<file path="src/annunciator_cfg.svh">
`ifndef ANNUNCIATOR_CFG_SVH
`define ANNUNCIATOR_CFG_SVH

// system clock rate and lamp flash timing
`define CLK_HZ 250_000_000
`define FLASH_HZ 1
// half period of the 1 Hz flash, in clock cycles
`define FLASH_HALF_CYCLES (`CLK_HZ / (2 * `FLASH_HZ))

// configuration defaults applied on reset
`define DEF_BUZ_LOCAL_ALARM 1'b1
`define DEF_BUZ_LOCAL_FAULT 1'b1
`define DEF_BUZ_REMOTE_ALARM 1'b0
`define DEF_BUZ_REMOTE_FAULT 1'b0
`define DEF_LED_LOCAL 1'b1
`define DEF_LED_REMOTE 1'b0
`define DEF_AUTO_ACK 1'b0
`define DEF_ALL_ISO_FAULT 1'b1
`define DEF_LCD_MSG 1'b1
`define DEF_LED_MSG 1'b0
`define DEF_QUEUE_TYPE3 1'b0

// field positions in the lamp vector
`define LAMP_ALARM 0
`define LAMP_ISOLATED 1
`define LAMP_FAULT 2
`define LAMP_CHARGER 3
`define LAMP_SYSFAULT 4

`endif

</file>
<file path="src/annunciator_pkg.sv">
package annunciator_pkg;

    typedef enum logic [1:0] {
        MODE_CUSTOM = 2'b00,
        MODE_LCD = 2'b01,
        MODE_NONLCD = 2'b11,
        MODE_NONLCD_MIMIC = 2'b10
    } op_mode_t;

    typedef struct packed {
        logic local_alarm;
        logic local_fault;
        logic remote_alarm;
        logic remote_fault;
    } buzzer_gen_t;

    typedef struct packed {
        logic [4:0] local_en;
        logic [4:0] remote_en;
    } lamp_gen_t;

    typedef struct packed {
        logic passon;
        logic follow;
        logic local_en;
    } bells_opt_t;

    typedef struct packed {
        logic [7:0] zone;
        logic [7:0] alarm_type;
        logic [31:0] time_date;
    } panel_event_t;

    typedef struct packed {
        logic [7:0] zone;
        logic [7:0] alarm_type;
        logic [31:0] time_date;
        logic text_alarm;
        logic acked;
        logic type3;
    } queue_event_t;

endpackage : annunciator_pkg

</file>
<file path="src/remote_annunciator_option_logic.sv">
// Functional notes
// - custom mode selects queue type 2 or 3
// - lcd source queues panel events with panel stamp
// - lcd source clear drops panel event messages
// - led source queues led alarms, local time
// - non-lcd modes force lcd off, led on at config write
// - each buzzer is OR of two enabled generators; fault buzzer also ORs link lost and system fault
// - local alarm generator sounds mapped zone alarms
// - local fault generator sounds mapped zone faults
// - remote generators follow panel buzzers
// - defaults enable local, disable remote generators
// - local system faults always sound fault buzzer
// - alarm and system fault lamps OR local and remote
// - remote only feeds alarm and system fault
// - auto ack marks events acked locally only
// - all zones isolated raises system fault
// - forward mode forces follow on, local off
// - forward key press sends inverse isolate command
// - forward mode updates only from returned state
// - forward mode flashes lamp 1 Hz when isolated
// - no alarm relays rejects enabling local
// - follow isolates bells on panel isolate
// - follow plus local ORs; key toggles local
`timescale 1ns/1ps
`include "annunciator_cfg.svh"

module remote_annunciator_option_logic (
    input wire logic sys_clk,
    input wire logic rst,
    // configuration
    input wire annunciator_pkg::op_mode_t op_mode,
    input wire logic cfg_queue_type3,
    input wire logic cfg_lcd_msg,
    input wire logic cfg_led_msg,
    input wire annunciator_pkg::buzzer_gen_t cfg_buzzer,
    input wire annunciator_pkg::lamp_gen_t cfg_lamps,
    input wire logic cfg_auto_ack,
    input wire logic cfg_all_iso_fault,
    input wire annunciator_pkg::bells_opt_t cfg_bells,
    input wire logic cfg_write,
    input wire logic has_alarm_relays,
    // panel status
    input wire logic panel_event_valid,
    input wire annunciator_pkg::panel_event_t panel_event,
    input wire logic led_alarm_valid,
    input wire logic [7:0] led_alarm_zone,
    input wire logic [31:0] local_time,
    input wire logic mapped_alarm,
    input wire logic mapped_fault,
    input wire logic panel_alarm_buzzer,
    input wire logic panel_fault_buzzer,
    input wire logic panel_alarm_lamp,
    input wire logic panel_sysfault_lamp,
    input wire logic panel_bells_isolated,
    input wire logic link_lost,
    input wire logic local_sys_fault,
    input wire logic [4:0] local_lamp_status,
    input wire logic all_zones_isolated,
    input wire logic bell_silence_key,
    // outputs
    output annunciator_pkg::queue_event_t queue_event,
    output logic queue_event_valid,
    output logic alarm_buzzer,
    output logic fault_buzzer,
    output logic [4:0] common_lamps,
    output logic system_fault,
    output logic bells_isolated,
    output logic bells_isolate_lamp,
    output logic bells_cmd_valid,
    output logic bells_cmd_isolate,
    output logic cfg_rejected,
    output annunciator_pkg::bells_opt_t bells_opt_eff
);
    import annunciator_pkg::*;

    localparam int FLASH_HALF = `FLASH_HALF_CYCLES;

    logic queue_type3_reg;
    logic lcd_msg_reg;
    logic led_msg_reg;
    buzzer_gen_t buz_reg;
    lamp_gen_t lamp_reg;
    logic auto_ack_reg;
    logic all_iso_reg;
    bells_opt_t bells_reg;
    bells_opt_t bells_next;
    logic local_iso_reg;
    logic key_prev_reg;
    logic key_press;
    logic [27:0] flash_cnt_reg;
    logic flash_reg;
    logic nonlcd;
    logic sys_fault_next;
    logic lamp_alarm;
    logic lamp_isolated;
    logic lamp_fault;
    logic lamp_charger;
    logic lamp_sysfault;

    assign nonlcd = (op_mode == MODE_NONLCD) || (op_mode == MODE_NONLCD_MIMIC);
    assign key_press = bell_silence_key && !key_prev_reg;

    // bells options after forcing; a local request without relays is refused
    always_comb begin
        bells_next = cfg_bells;
        if (cfg_bells.passon) begin
            bells_next.follow = 1'b1;
            bells_next.local_en = 1'b0;
        end else if (cfg_bells.local_en && !has_alarm_relays) begin
            bells_next.local_en = 1'b0;
        end
    end

    // configuration store, loaded with defaults on reset
    always_ff @(posedge sys_clk) begin
        if (rst) begin
            queue_type3_reg <= `DEF_QUEUE_TYPE3;
            lcd_msg_reg <= `DEF_LCD_MSG;
            led_msg_reg <= `DEF_LED_MSG;
            buz_reg <= {`DEF_BUZ_LOCAL_ALARM, `DEF_BUZ_LOCAL_FAULT,
                `DEF_BUZ_REMOTE_ALARM, `DEF_BUZ_REMOTE_FAULT};
            lamp_reg <= {{5{`DEF_LED_LOCAL}}, {5{`DEF_LED_REMOTE}}};
            auto_ack_reg <= `DEF_AUTO_ACK;
            all_iso_reg <= `DEF_ALL_ISO_FAULT;
            bells_reg <= 3'b000;
            cfg_rejected <= 1'b0;
        end else if (cfg_write) begin
            // type choice only honoured in custom mode
            queue_type3_reg <= (op_mode == MODE_CUSTOM) ? cfg_queue_type3
                : 1'b0;
            lcd_msg_reg <= nonlcd ? 1'b0 : cfg_lcd_msg;
            led_msg_reg <= nonlcd ? 1'b1 : cfg_led_msg;
            buz_reg <= cfg_buzzer;
            lamp_reg <= cfg_lamps;
            auto_ack_reg <= cfg_auto_ack;
            all_iso_reg <= cfg_all_iso_fault;
            bells_reg <= bells_next;
            cfg_rejected <= !cfg_bells.passon && cfg_bells.local_en
                && !has_alarm_relays;
        end
    end

    assign bells_opt_eff = bells_reg;

    // queue event creation; panel messages win if both arrive together
    always_ff @(posedge sys_clk) begin
        if (rst) begin
            queue_event <= '0;
            queue_event_valid <= 1'b0;
        end else begin
            queue_event_valid <= 1'b0;
            if (panel_event_valid && lcd_msg_reg) begin
                queue_event.zone <= panel_event.zone;
                queue_event.alarm_type <= panel_event.alarm_type;
                queue_event.time_date <= panel_event.time_date;
                queue_event.text_alarm <= 1'b0;
                queue_event.acked <= auto_ack_reg;
                queue_event.type3 <= queue_type3_reg;
                queue_event_valid <= 1'b1;
            end else if (led_alarm_valid && led_msg_reg) begin
                queue_event.zone <= led_alarm_zone;
                queue_event.alarm_type <= 8'h00;
                queue_event.time_date <= local_time;
                queue_event.text_alarm <= 1'b1;
                queue_event.acked <= auto_ack_reg;
                queue_event.type3 <= queue_type3_reg;
                queue_event_valid <= 1'b1;
            end
        end
    end

    // buzzers; system faults bypass the generator enables
    always_ff @(posedge sys_clk) begin
        if (rst) begin
            alarm_buzzer <= 1'b0;
            fault_buzzer <= 1'b0;
        end else begin
            alarm_buzzer <= (buz_reg.local_alarm && mapped_alarm)
                || (buz_reg.remote_alarm && panel_alarm_buzzer);
            fault_buzzer <= (buz_reg.local_fault && mapped_fault)
                || (buz_reg.remote_fault && panel_fault_buzzer)
                || link_lost || sys_fault_next;
        end
    end

    // system fault includes the all-isolated safeguard
    assign sys_fault_next = local_sys_fault
        || (all_iso_reg && all_zones_isolated);

    // system fault output, registered alongside the lamps
    always_ff @(posedge sys_clk) begin
        if (rst) begin
            system_fault <= 1'b0;
        end else begin
            system_fault <= sys_fault_next;
        end
    end

    // alarm lamp can also follow the panel alarm status
    lamp_or_cell #(
        .HAS_REMOTE(1'b1)
    ) alarm_lamp (
        .sys_clk(sys_clk),
        .rst(rst),
        .local_en(lamp_reg.local_en[`LAMP_ALARM]),
        .local_stat(local_lamp_status[`LAMP_ALARM]),
        .remote_en(lamp_reg.remote_en[`LAMP_ALARM]),
        .remote_stat(panel_alarm_lamp),
        .lamp(lamp_alarm)
    );

    // panel sends no isolated status, so no remote path is built
    lamp_or_cell #(
        .HAS_REMOTE(1'b0)
    ) isolated_lamp (
        .sys_clk(sys_clk),
        .rst(rst),
        .local_en(lamp_reg.local_en[`LAMP_ISOLATED]),
        .local_stat(local_lamp_status[`LAMP_ISOLATED]),
        .remote_en(lamp_reg.remote_en[`LAMP_ISOLATED]),
        .remote_stat(1'b0),
        .lamp(lamp_isolated)
    );

    // panel sends no fault lamp status either
    lamp_or_cell #(
        .HAS_REMOTE(1'b0)
    ) fault_lamp (
        .sys_clk(sys_clk),
        .rst(rst),
        .local_en(lamp_reg.local_en[`LAMP_FAULT]),
        .local_stat(local_lamp_status[`LAMP_FAULT]),
        .remote_en(lamp_reg.remote_en[`LAMP_FAULT]),
        .remote_stat(1'b0),
        .lamp(lamp_fault)
    );

    // charger and battery lamp is local only
    lamp_or_cell #(
        .HAS_REMOTE(1'b0)
    ) charger_lamp (
        .sys_clk(sys_clk),
        .rst(rst),
        .local_en(lamp_reg.local_en[`LAMP_CHARGER]),
        .local_stat(local_lamp_status[`LAMP_CHARGER]),
        .remote_en(lamp_reg.remote_en[`LAMP_CHARGER]),
        .remote_stat(1'b0),
        .lamp(lamp_charger)
    );

    // system fault lamp: local term includes the all-isolated fault
    lamp_or_cell #(
        .HAS_REMOTE(1'b1)
    ) sysfault_lamp (
        .sys_clk(sys_clk),
        .rst(rst),
        .local_en(lamp_reg.local_en[`LAMP_SYSFAULT]),
        .local_stat(sys_fault_next),
        .remote_en(lamp_reg.remote_en[`LAMP_SYSFAULT]),
        .remote_stat(panel_sysfault_lamp),
        .lamp(lamp_sysfault)
    );

    // lamp vector in field order, bit 0 is the alarm lamp
    assign common_lamps = {lamp_sysfault, lamp_charger, lamp_fault,
        lamp_isolated, lamp_alarm};

    // local bells isolate state and key edge
    always_ff @(posedge sys_clk) begin
        if (rst) begin
            local_iso_reg <= 1'b0;
            key_prev_reg <= 1'b0;
        end else begin
            key_prev_reg <= bell_silence_key;
            if (key_press && bells_reg.local_en && !bells_reg.passon) begin
                local_iso_reg <= !local_iso_reg;
            end
        end
    end

    // forward mode: key sends the inverse of the panel state
    always_ff @(posedge sys_clk) begin
        if (rst) begin
            bells_cmd_valid <= 1'b0;
            bells_cmd_isolate <= 1'b0;
        end else begin
            bells_cmd_valid <= key_press && bells_reg.passon;
            if (key_press && bells_reg.passon) begin
                bells_cmd_isolate <= !panel_bells_isolated;
            end
        end
    end

    // 1 Hz flash divider; the counter wrap toggles the flash phase
    always_ff @(posedge sys_clk) begin
        if (rst) begin
            flash_cnt_reg <= '0;
            flash_reg <= 1'b0;
        end else if (flash_cnt_reg == 28'(FLASH_HALF - 1)) begin
            flash_cnt_reg <= '0;
            flash_reg <= !flash_reg;
        end else begin
            flash_cnt_reg <= flash_cnt_reg + 28'd1;
        end
    end

    // bells relay state and lamp; forward mode uses panel state only
    always_ff @(posedge sys_clk) begin
        if (rst) begin
            bells_isolated <= 1'b0;
            bells_isolate_lamp <= 1'b0;
        end else begin
            bells_isolated <= (bells_reg.follow && panel_bells_isolated)
                || (bells_reg.local_en && local_iso_reg);
            if (bells_reg.passon) begin
                bells_isolate_lamp <= panel_bells_isolated && flash_reg;
            end else begin
                bells_isolate_lamp <= (bells_reg.follow && panel_bells_isolated)
                    || (bells_reg.local_en && local_iso_reg);
            end
        end
    end

endmodule : remote_annunciator_option_logic

// one common lamp: OR of an enabled local and an enabled remote generator;
// lamps with no panel status drop the remote path so it cannot light them
module lamp_or_cell #(
    parameter bit HAS_REMOTE = 1'b1
) (
    input wire logic sys_clk,
    input wire logic rst,
    input wire logic local_en,
    input wire logic local_stat,
    input wire logic remote_en,
    input wire logic remote_stat,
    output logic lamp
);
    logic remote_term;

    // remote term tied off where the panel sends nothing
    assign remote_term = HAS_REMOTE ? (remote_en && remote_stat) : 1'b0;

    // registered so the lamp never shows a combinational glitch
    always_ff @(posedge sys_clk) begin
        if (rst) begin
            lamp <= 1'b0;
        end else begin
            lamp <= (local_en && local_stat) || remote_term;
        end
    end

endmodule : lamp_or_cell

</file>
<file path="config.mk">
export PLATFORM = sky130hd
export DESIGN_NAME = remote_annunciator_option_logic
export DESIGN_NICKNAME = d
export VERILOG_FILES = /design/src/annunciator_pkg.sv /design/src/remote_annunciator_option_logic.sv
export VERILOG_INCLUDE_DIRS = /design/src /design/src/src
export SDC_FILE = /design/constraint.sdc
export NUM_CORES = 1
export LEC_CHECK = 0
export BUFFER_PORTS_ARGS = -buffer_cell sky130_fd_sc_hd__buf_2
export CAP_MARGIN = 20
export CORE_ASPECT_RATIO = 1.2
export CORE_MARGIN = 1
export CORE_UTILIZATION = 48
export DETAILED_ROUTE_END_ITERATION = 7
export PLACE_DENSITY = 0.85
export SYNTH_ARGS = -nofsm -noshare
export SYNTH_HDL_FRONTEND = slang
export SYNTH_SLANG_ARGS = --single-unit
</file>
<file path="constraint.sdc">
create_clock -name sys_clk -period 2 [get_ports sys_clk]
set_input_delay 0.6 -clock sys_clk [delete_from_list [all_inputs] [get_ports sys_clk]]
set_output_delay 0.6 -clock sys_clk [all_outputs]
set_load 0.02 [all_outputs]
</file>
==> out/qor.yml, run 1 <==
p_per_area_nw_per_um2: 974
hp-class: "in2reg"
fmax_ghz: 0.521
grt_first_pass_wirelength_um: 21900
irDropWorstVdd_mv: 0.387
postCtsHoldBufs: 0
grt_max_degree: 61
ios: 202
finalHoldViolations: 0
place_hpwl_um: 9860
grt_pass1_vias: 4666
drv_slew: 0
crit_chain: "ha_1 > nand2_1 > or4_1 > o21bai_2 > buf_4 > nor2_1"
rows: 39
wire_per_inst_um: 16.0
period_share: 0.960
end_kind: "flop"
fin_cells: 872
clockBufferDepth: 2
drc_errors: 0
relSlewSlack: 0.703
place_area_um2: 5840
area_growth_pct: 35.6
initial_core_util: 0.496
synth_nets: 683
firstDrtPassIters: 6
insertion_delay_ns: 0.41
path_clk_slew_ns: 0.05
drive_above_1_share: 0.344
finalCriticalPeriod_ns: 1.92
core-area_um2: 9560
routabilityCongestion: 0.904
cp_slowest_cell: "or4_1"
mostFrequentLayoutCells: "buf_2, dfxtp_1, nand2_1, nor2_1, a311oi_1"
netlist_area_um2: 4740
syn_avg_cell_area_um2: 8.66
clock_skew_ns: 0.00592
numCtsBuffers: 17
status: "complete, no violations"
yosysWarningCount: 0
critical_path_required_ns: 2.29
via_count: 4896
fp.dieW_um: 92.7
crit_fanout: 13
ant_nets: 0
finalWorstSetupSlack_ns: 0.0790
cts-resized-gates: 0
rsz0062_at_grt: "true"
antenna_found_initial: 1
synth_cell_types: 51
preCtsSetupSlack_ns: 0.0385
cp_data_arrival_time_ns: 2.22
drt_iter0_markers: 338
die_y_um: 111
postSynthCellCount: 548
viasPerCell: 5.61
fin_area_um2: 6430
setup_viol_count_final: 0
overflow: 0
use_met1: 0.285
cts_setup_buffers: 0
maxCapViolCount: 0
dieArea_um2: 10300
place_inst: 839
htree_levels: 4
path_class: "reg2reg"
largest_register_ffs: 51
root_buffer: "clkbuf_16"
synth-seq-cells: 115
use_met3: 0.0892
use_met2: 0.466
clock-sinks: 115
p_leak_nw: 2.85
wl_um: 14000
grtUsageTotal: 0.269
seq_area_frac_synth: 0.485
critPathMaxStageDelay_ns: 0.61
tritoncts: "yes"
layout_commonest_cell: "buf_2"
port_buffers: 197
tightest_slew_ns: 0.442
grt.busiest_layer: "met2"
final_nets: 870
cp-start-kind: "flop"
[cells in the mapped netlist, drive strengths merged]
| cell | count | area share |
|---|---|---|
| a211o | 8 | 0.015 |
| a211oi | 3 | 0.0047 |
| a21oi | 24 | 0.026 |
| a221o | 1 | 0.0021 |
| a221oi | 1 | 0.0018 |
| a22oi | 11 | 0.017 |
| a311oi | 40 | 0.074 |
| a32oi | 1 | 0.0018 |
| and2 | 3 | 0.0040 |
| and3b | 4 | 0.0074 |
| and4 | 5 | 0.0095 |
| buf | 11 | 0.015 |
| clkbuf | 32 | 0.025 |
| dfxtp | 115 | 0.49 |
| ha | 1 | 0.0026 |
| inv | 5 | 0.0040 |
| mux2i | 6 | 0.013 |
| nand2 | 100 | 0.079 |
| nand2b | 1 | 0.0013 |
| nand3 | 11 | 0.014 |
| nand3b | 1 | 0.0016 |
| nand4 | 6 | 0.011 |
| nand4b | 2 | 0.0037 |
| nor2 | 84 | 0.066 |
| nor2b | 10 | 0.013 |
| nor3 | 2 | 0.0021 |
| nor4 | 4 | 0.0053 |
| nor4b | 4 | 0.0074 |
| nor4bb | 1 | 0.0021 |
| o21ai | 7 | 0.0074 |
| o21bai | 1 | 0.0024 |
| o31ai | 8 | 0.013 |
| o41ai | 1 | 0.0018 |
| or2 | 1 | 0.0013 |
| or3 | 9 | 0.013 |
| or4 | 8 | 0.013 |
| or4b | 3 | 0.0071 |
| xnor2 | 8 | 0.015 |
| xor2 | 5 | 0.0092 |
[layout make-up]
cell class	instances	area (um^2)
clock buffers	19	453
fillers	696	3130
clock inverters	13	135
well taps	123	154
repair buffers	211	1130
inverters	5	18.8
flip-flops and latches	115	2300
diodes	1	2.50
multi-input cells	385	2240
[path summary, 6_finish.rpt]
check	start	cells after the start	to	slack, ns
worst min register to register	flash_cnt_reg[0]	1	flash_cnt_reg[0]	0.45
worst max register to register	flash_cnt_reg[0]	6	flash_cnt_reg[9]	0.08
worst min-delay path	cfg_buzzer[2]	2	buz_reg[2]	0.40
worst max-delay path	flash_cnt_reg[0]	6	flash_cnt_reg[9]	0.08
[routing by layer]
layer,routed length (um),vias to the layer above
met5,0,-
met4,617,0
met3,1200,53
met2,6970,230
met1,5180,2291
li1,-,2322
[worst max-delay path, delay by kind of cell, from the launching register on]
kind	cells	cell delay (ns)
AND/OR/NAND/NOR	3	0.84
adder cells (fa/ha/maj)	1	0.20
AO/OA/AOI/OAI	1	0.18
buffers and inverters	1	0.24
flip-flops	1	0.35
[logic make-up (layout without fill, tap and decap cells)]
logic type,after synthesis,in the layout,synth area share
buffers and inverters,48,248,0.0446
and+or+nand+nor,259,259,0.264
AOI/OAI and AO/OA,106,106,0.167
other,0,1,0
xor gates and xnor gates,13,13,0.0240
DFF,115,115,0.485
muxes,6,6,0.0127
adders and majority gates,1,1,0.00264
[report_power, final]
group / switching, W / internal (W) / total (W)
logic: 0.000489 / 0.000325 / 0.000814
clock network: 0.00106 / 0.00189 / 0.00295
registers: 0.0000691 / 0.00243 / 0.00250
total: 0.00162 / 0.00465 / 0.00626
[through the flow]
step	TNS, ns	util	hold WS (ns)	power (W)
floorplan	0	-	0.418	0.00301
detailed placement	0	0.610	0.442	0.00335
CTS	0	0.672	0.389	0.00627
finish	0	0.672	0.399	0.00626
global route	-0.499	0.672	0.404	0.00647
global placement	0	0.610	0.426	0.00331
Power figures use the tool's default switching activity.
==> inputs of run 2 (changes only) <==
--- a/config.mk
+++ b/config.mk
@@ -13,6 +13,7 @@
 export CORE_UTILIZATION = 48
 export DETAILED_ROUTE_END_ITERATION = 7
 export PLACE_DENSITY = 0.85
+export SKIP_CTS_REPAIR_TIMING = 1
 export SYNTH_ARGS = -nofsm -noshare
 export SYNTH_HDL_FRONTEND = slang
 export SYNTH_SLANG_ARGS = --single-unit
==> constraint.sdc (replaced) <==
create_clock -name sys_clk -period 2.1 [get_ports sys_clk]
set_input_delay 0.63 -clock sys_clk [delete_from_list [all_inputs] [get_ports sys_clk]]
set_output_delay 0.63 -clock sys_clk [all_outputs]
set_load 0.02 [all_outputs]
==> run 2 against run 1 <==
  * Critical path depth shrank 1
  * First-iteration DRC count grew 2.4%
  * Utilization shrank 1.1 points
  * Clock-buffer cell count grew 6
  * Fmax shrank 1.0%
  * Clock power shrank 16%
  * Global-route usage grew 0.21 points
  * Worst setup slack gained 0.080 ns
  * Largest power group unchanged
==> out/qor.yml, run 2 (same netlist as run 1, synthesis figures left out) <==
path_clk_slew_ns: 0.05  # about the same
path_class: "reg2reg"  # unchanged
drt_iter0_markers: 346  # was 338
grt_max_degree: 83  # was 61
critPathMaxStageDelay_ns: 0.53  # was 0.61 ns
crit_chain: "ha_1 > nand2_1 > or3_1 > or4_1 > a21oi_1"  # was ha_1 > nand2_1 > or4_1 > o21bai_2 > buf_4 > nor2_1
timing.hold.ws_ns: 0.434  # was 0.399 ns
area_growth_pct: 33.4  # was 35.6%
ff_latch_area_um2: 2300  # unchanged
whs_path_depth: 2  # unchanged
rsz0062_at_grt: "false"  # was true
r2r_end: "flash_cnt_reg[20]"  # was flash_cnt_reg[9]
final_nets: 870  # unchanged
cp_num_buf_inv: 0  # was 1
drv_slew: 0  # unchanged
grt_first_pass_wirelength_um: 22000  # was 21900 um
hold_end: "all_iso_reg"  # was buz_reg[2]
rows: 39  # unchanged
numCtsBuffers: 17  # unchanged
tightest_slew_ns: 0.553  # was 0.442 ns
n_fill_cell: 750  # was 696
htree_levels: 4  # unchanged
grtUsageTotal: 0.271  # was 0.269
largest_register_ffs: 51  # unchanged
place_hpwl_um: 9660  # was 9860 um
wl_um: 13900  # was 14000 um
r2r_cells: 5  # was 6
fp.dieW_um: 92.7  # unchanged
cp_slowest_cell: "or4_1"  # unchanged
p_per_area_nw_per_um2: 889  # was 974 nW/um^2
insertion_delay_ns: 0.40  # was 0.41 ns
overflow: 0  # unchanged
ios: 202  # unchanged
irDropWorstVdd_mv: 0.490  # was 0.387 mV
clock-sinks: 115  # unchanged
end_kind: "flop"  # unchanged
root_buffer: "clkbuf_16"  # unchanged
maxCapViolCount: 0  # unchanged
cp_data_arrival_time_ns: 2.27  # was 2.22 ns
tritoncts: "yes"  # unchanged
r2r_start: "flash_cnt_reg[0]"  # unchanged
finalCriticalPeriod_ns: 1.94  # was 1.92 ns
final.setup.tns_ns: 0  # unchanged
antenna_found_initial: 1  # unchanged
clockBufferDepth: 2  # unchanged
firstDrtPassIters: 6  # unchanged
critical_path_required_ns: 2.43  # was 2.29 ns
ant_nets: 0  # unchanged
status: "complete, no violations"  # unchanged
core-area_um2: 9560  # unchanged
drive_above_1_share: 0.335  # was 0.344
viasPerCell: 5.58  # was 5.61
initial_core_util: 0.496  # unchanged
period_share: 0.924  # was 0.960
clock_skew_ns: 0.00544  # was 0.00592 ns
critPathTopFamily: "simple AND/OR/NAND/NOR gates"  # unchanged
layout_commonest_cell: "buf_2"  # unchanged
p_leak_nw: 2.82  # was 2.85 nW
preCtsSetupSlack_ns: 0.168  # was 0.0385 ns
finalWorstSetupSlack_ns: 0.159  # was 0.0790 ns
wire_per_inst_um: 16.0  # about the same
cp-start-kind: "flop"  # unchanged
multi_input_area_um2: 2230  # was 2240 um^2
fmax_ghz: 0.515  # was 0.521 GHz
drc_errors: 0  # unchanged
mostFrequentLayoutCells: "buf_2, dfxtp_1, nand2_1, nor2_1, a311oi_1"  # unchanged
routabilityCongestion: 0.847  # was 0.904
setup_viol_count_final: 0  # unchanged
port_buffers: 197  # unchanged
dieArea_um2: 10300  # unchanged
rrSetupSlack_ns: 0.16  # was 0.08 ns
grt_pass1_vias: 4685  # was 4666
die_y_um: 111  # unchanged
via_count: 4864  # was 4896
crit_fanout: 7  # was 13
hp-class: "in2reg"  # unchanged
relSlewSlack: 0.626  # was 0.703
finalHoldViolations: 0  # unchanged
min-delay-start: "cfg_all_iso_fault"  # was cfg_buzzer[2]
run 2: cell count changes in the layout (fill, tap and decap cells not counted):
| cell | change |
|---|---|
| or3_1 | +1 |
| clkinvlp_4 | -5 |
| clkbuf_1 | +5 |
| or3_4 | -1 |
| clkbuf_8 | +1 |
| buf_12 | -2 |
| buf_4 | +2 |
| clkinv_2 | +2 |
| bufinv_16 | -2 |
| clkinv_4 | -2 |
run 2: layer usage:
layer	track usage	up-vias	wire, um
li1	-	2315	-
met1	0.289	2255	5270
met2	0.465	238	6970
met3	0.0898	56	1080
met4	0.149	0	575
met5	0	-	0
run 2: worst max path at each step:
stage	endpoint	from	cells after the start	slack, ns
5_1_grt	flash_cnt_reg[16]	flash_cnt_reg[0]	6	0.01
4_1_cts	flash_cnt_reg[20]	flash_cnt_reg[0]	5	0.15
2_1_floorplan	flash_cnt_reg[13]	flash_cnt_reg[0]	6	0.25
3_5_place_dp	flash_cnt_reg[20]	flash_cnt_reg[0]	5	0.17
6_report	flash_cnt_reg[20]	flash_cnt_reg[0]	5	0.16
3_3_place_gp	flash_cnt_reg[24]	flash_cnt_reg[0]	5	0.20
run 2: area by class of cell:
| type | count | area share |
|---|---|---|
| antenna | 1 | 0.000395 |
| clock buffer | 25 | 0.0767 |
| clock inverter | 6 | 0.00474 |
| inverter | 5 | 0.00297 |
| multi-input combinational | 385 | 0.353 |
| sequential | 115 | 0.364 |
| tap | 123 | 0.0243 |
| timing repair buffer | 211 | 0.174 |
run 2: through the flow:
stage	utilization	instances	cell area (um^2)	total power, W
after floorplan	-	548	4740	0.00287
after global placement	0.608	839	5810	0.00315
after detailed placement	0.608	839	5810	0.00318
after CTS	0.661	870	6330	0.00565
after global routing	0.662	871	6330	0.00585
final	0.662	871	6330	0.00563
run 2: power breakdown:
part	internal, W	total [W]	leakage (nW)	switching [W]
clock	0.00158	0.00247	0.260	0.000898
sequential	0.00232	0.00239	0.946	0.0000659
combinational	0.000303	0.000769	1.62	0.000466
==> inputs of run 3 (changes only) <==
--- a/config.mk
+++ b/config.mk
@@ -13,6 +13,7 @@
 export CORE_UTILIZATION = 48
 export DETAILED_ROUTE_END_ITERATION = 7
 export PLACE_DENSITY = 0.85
+export RECOVER_POWER = 100
 export SKIP_CTS_REPAIR_TIMING = 1
 export SYNTH_ARGS = -nofsm -noshare
 export SYNTH_HDL_FRONTEND = slang
==> run 3 against run 2 <==
  * Final area shrank 1.8%
  * Clock-buffer cell count is the same
  * Routed wire length grew 0.41%
  * Clock skew is essentially flat
  * Register-to-register slack is essentially flat
  * Largest power group unchanged
==> out/qor.yml, run 3 (same netlist as run 1, synthesis figures left out) <==
status: "complete, no violations"  # unchanged
port_buffers: 197  # unchanged
wire_per_inst_um: 16.0  # about the same
tightest_slew_ns: 1.37  # was 0.553 ns
hp-class: "in2reg"  # unchanged
period_share: 0.925  # was 0.924
layout_commonest_cell: "buf_2"  # unchanged
numCtsBuffers: 17  # unchanged
power_frac_comb: 0.131  # was 0.137
firstDrtPassIters: 5  # was 6
grt_pass1_vias: 4685  # unchanged
switchingPower_w: 0.00144  # was 0.00143 W
p_total_w: 0.00561  # was 0.00563 W
grtUsageTotal: 0.271  # unchanged
via_count: 4862  # was 4864
crit_fanout: 7  # unchanged
internal-power_w: 0.00416  # was 0.00420 W
drive_above_1_share: 0.240  # was 0.335
insertion_delay_ns: 0.40  # about the same
core-area_um2: 9560  # unchanged
rows: 39  # unchanged
htree_levels: 4  # unchanged
clkPwrFrac: 0.443  # was 0.439
largest_register_ffs: 51  # unchanged
place_hpwl_um: 9660  # unchanged
maxCapViolCount: 0  # unchanged
setup_viol_count_final: 0  # unchanged
clockBufferDepth: 2  # unchanged
finalCriticalPeriod_ns: 1.94  # about the same
tritoncts: "yes"  # unchanged
mostFrequentLayoutCells: "buf_2, dfxtp_1, nand2_1, nor2_1, clkbuf_1"  # was buf_2, dfxtp_1, nand2_1, nor2_1, a311oi_1
final_nets: 870  # unchanged
dieArea_um2: 10300  # unchanged
path_class: "reg2reg"  # unchanged
ant_nets: 0  # unchanged
root_buffer: "clkbuf_16"  # unchanged
ios: 202  # unchanged
end_kind: "flop"  # unchanged
irDropWorstVdd_mv: 0.495  # was 0.490 mV
drc_errors: 0  # unchanged
path_clk_slew_ns: 0.05  # about the same
place_inst: 839  # unchanged
seqPwrFrac: 0.426  # was 0.424
grt_max_degree: 83  # unchanged
fin_cells: 870  # was 871
cp_num_buf_inv: 0  # unchanged
initial_core_util: 0.496  # unchanged
area_growth_pct: 31.0  # was 33.4%
timing.hold.ws_ns: 0.433  # was 0.434 ns
relSlewSlack: 0.0844  # was 0.626
fp.dieW_um: 92.7  # unchanged
grt_first_pass_wirelength_um: 22000  # unchanged
drt_iter0_markers: 312  # was 346
p_per_area_nw_per_um2: 902  # was 889 nW/um^2
cp_data_arrival_time_ns: 2.28  # was 2.27 ns
routabilityCongestion: 0.847  # unchanged
fin_area_um2: 6210  # was 6330 um^2
rsz0062_at_grt: "false"  # unchanged
swShare: 0.257  # was 0.254
diodes: 0  # was 1
critical_path_required_ns: 2.43  # about the same
critPathTopFamily: "simple AND/OR/NAND/NOR gates"  # unchanged
die_y_um: 111  # unchanged
p_leak_nw: 2.55  # was 2.82 nW
fmax_ghz: 0.515  # about the same
clock-sinks: 115  # unchanged
overflow: 0  # unchanged
clock_skew_ns: 0.00556  # was 0.00544 ns
antenna_found_initial: 0  # was 1
place_area_um2: 5810  # unchanged
viasPerCell: 5.59  # was 5.58
drv_slew: 0  # unchanged
wl_um: 14000  # was 13900 um
crit_chain: "ha_1 > nand2_1 > or3_1 > or4_1 > a21oi_1"  # unchanged
cp_slowest_cell: "or4_1"  # unchanged
finalHoldViolations: 0  # unchanged
final.setup.tns_ns: 0  # unchanged
cp-start-kind: "flop"  # unchanged
critPathMaxStageDelay_ns: 0.53  # about the same
==> run 3: changes by cell type in the layout (fill, tap and decap cells not counted), sizes merged <==
cell    change
buf        -74
clkbuf     +74
diode       -1
==> run 3: power by group through the flow <==
stage | combinational [W] | sequential, W | clock (W)
final | 0.000734 | 0.00239 | 0.00248
after global routing | 0.000794 | 0.00240 | 0.00262
after CTS | 0.000764 | 0.00238 | 0.00250
after detailed placement | 0.000750 | 0.00243 | 0
after global placement | 0.000731 | 0.00242 | 0
after floorplan | 0.000326 | 0.00254 | 0
==> run 3: cell type report <==
class | instances | area [um^2]
Clock buffer | 25 | 485
Multi-Input combinational cell | 385 | 2230
Sequential cell | 115 | 2300
Inverter | 5 | 18.8
Clock inverter | 6 | 30.0
Tap cell | 123 | 154
Timing Repair Buffer | 211 | 992
Fill cell | 784 | 3350
==> run 3: final timing paths <==
| kind | from | end | slack (ns) | cells past startpoint |
|---|---|---|---|---|
| max | flash_cnt_reg[0] | flash_cnt_reg[24] | 0.16 | 5 |
| min | cfg_all_iso_fault | all_iso_reg | 0.43 | 2 |
| max reg2reg | flash_cnt_reg[0] | flash_cnt_reg[24] | 0.16 | 5 |
| min reg2reg | flash_cnt_reg[0] | flash_cnt_reg[0] | 0.44 | 1 |
==> run 3: through the flow <==
stage          utilization  worst slack [ns]
2_1_floorplan            -             0.254
3_5_place_dp         0.608             0.168
4_1_cts              0.661             0.149
6_report             0.650             0.157
5_1_grt              0.650            0.0112
3_3_place_gp         0.608             0.199
==> run 3: routing by layer <==
layer | up-vias | wire length (um) | track usage
li1 | 2316 | - | -
met1 | 2256 | 5330 | 0.289
met2 | 230 | 6900 | 0.465
met3 | 60 | 1090 | 0.0898
met4 | 0 | 638 | 0.149
met5 | - | 0 | 0
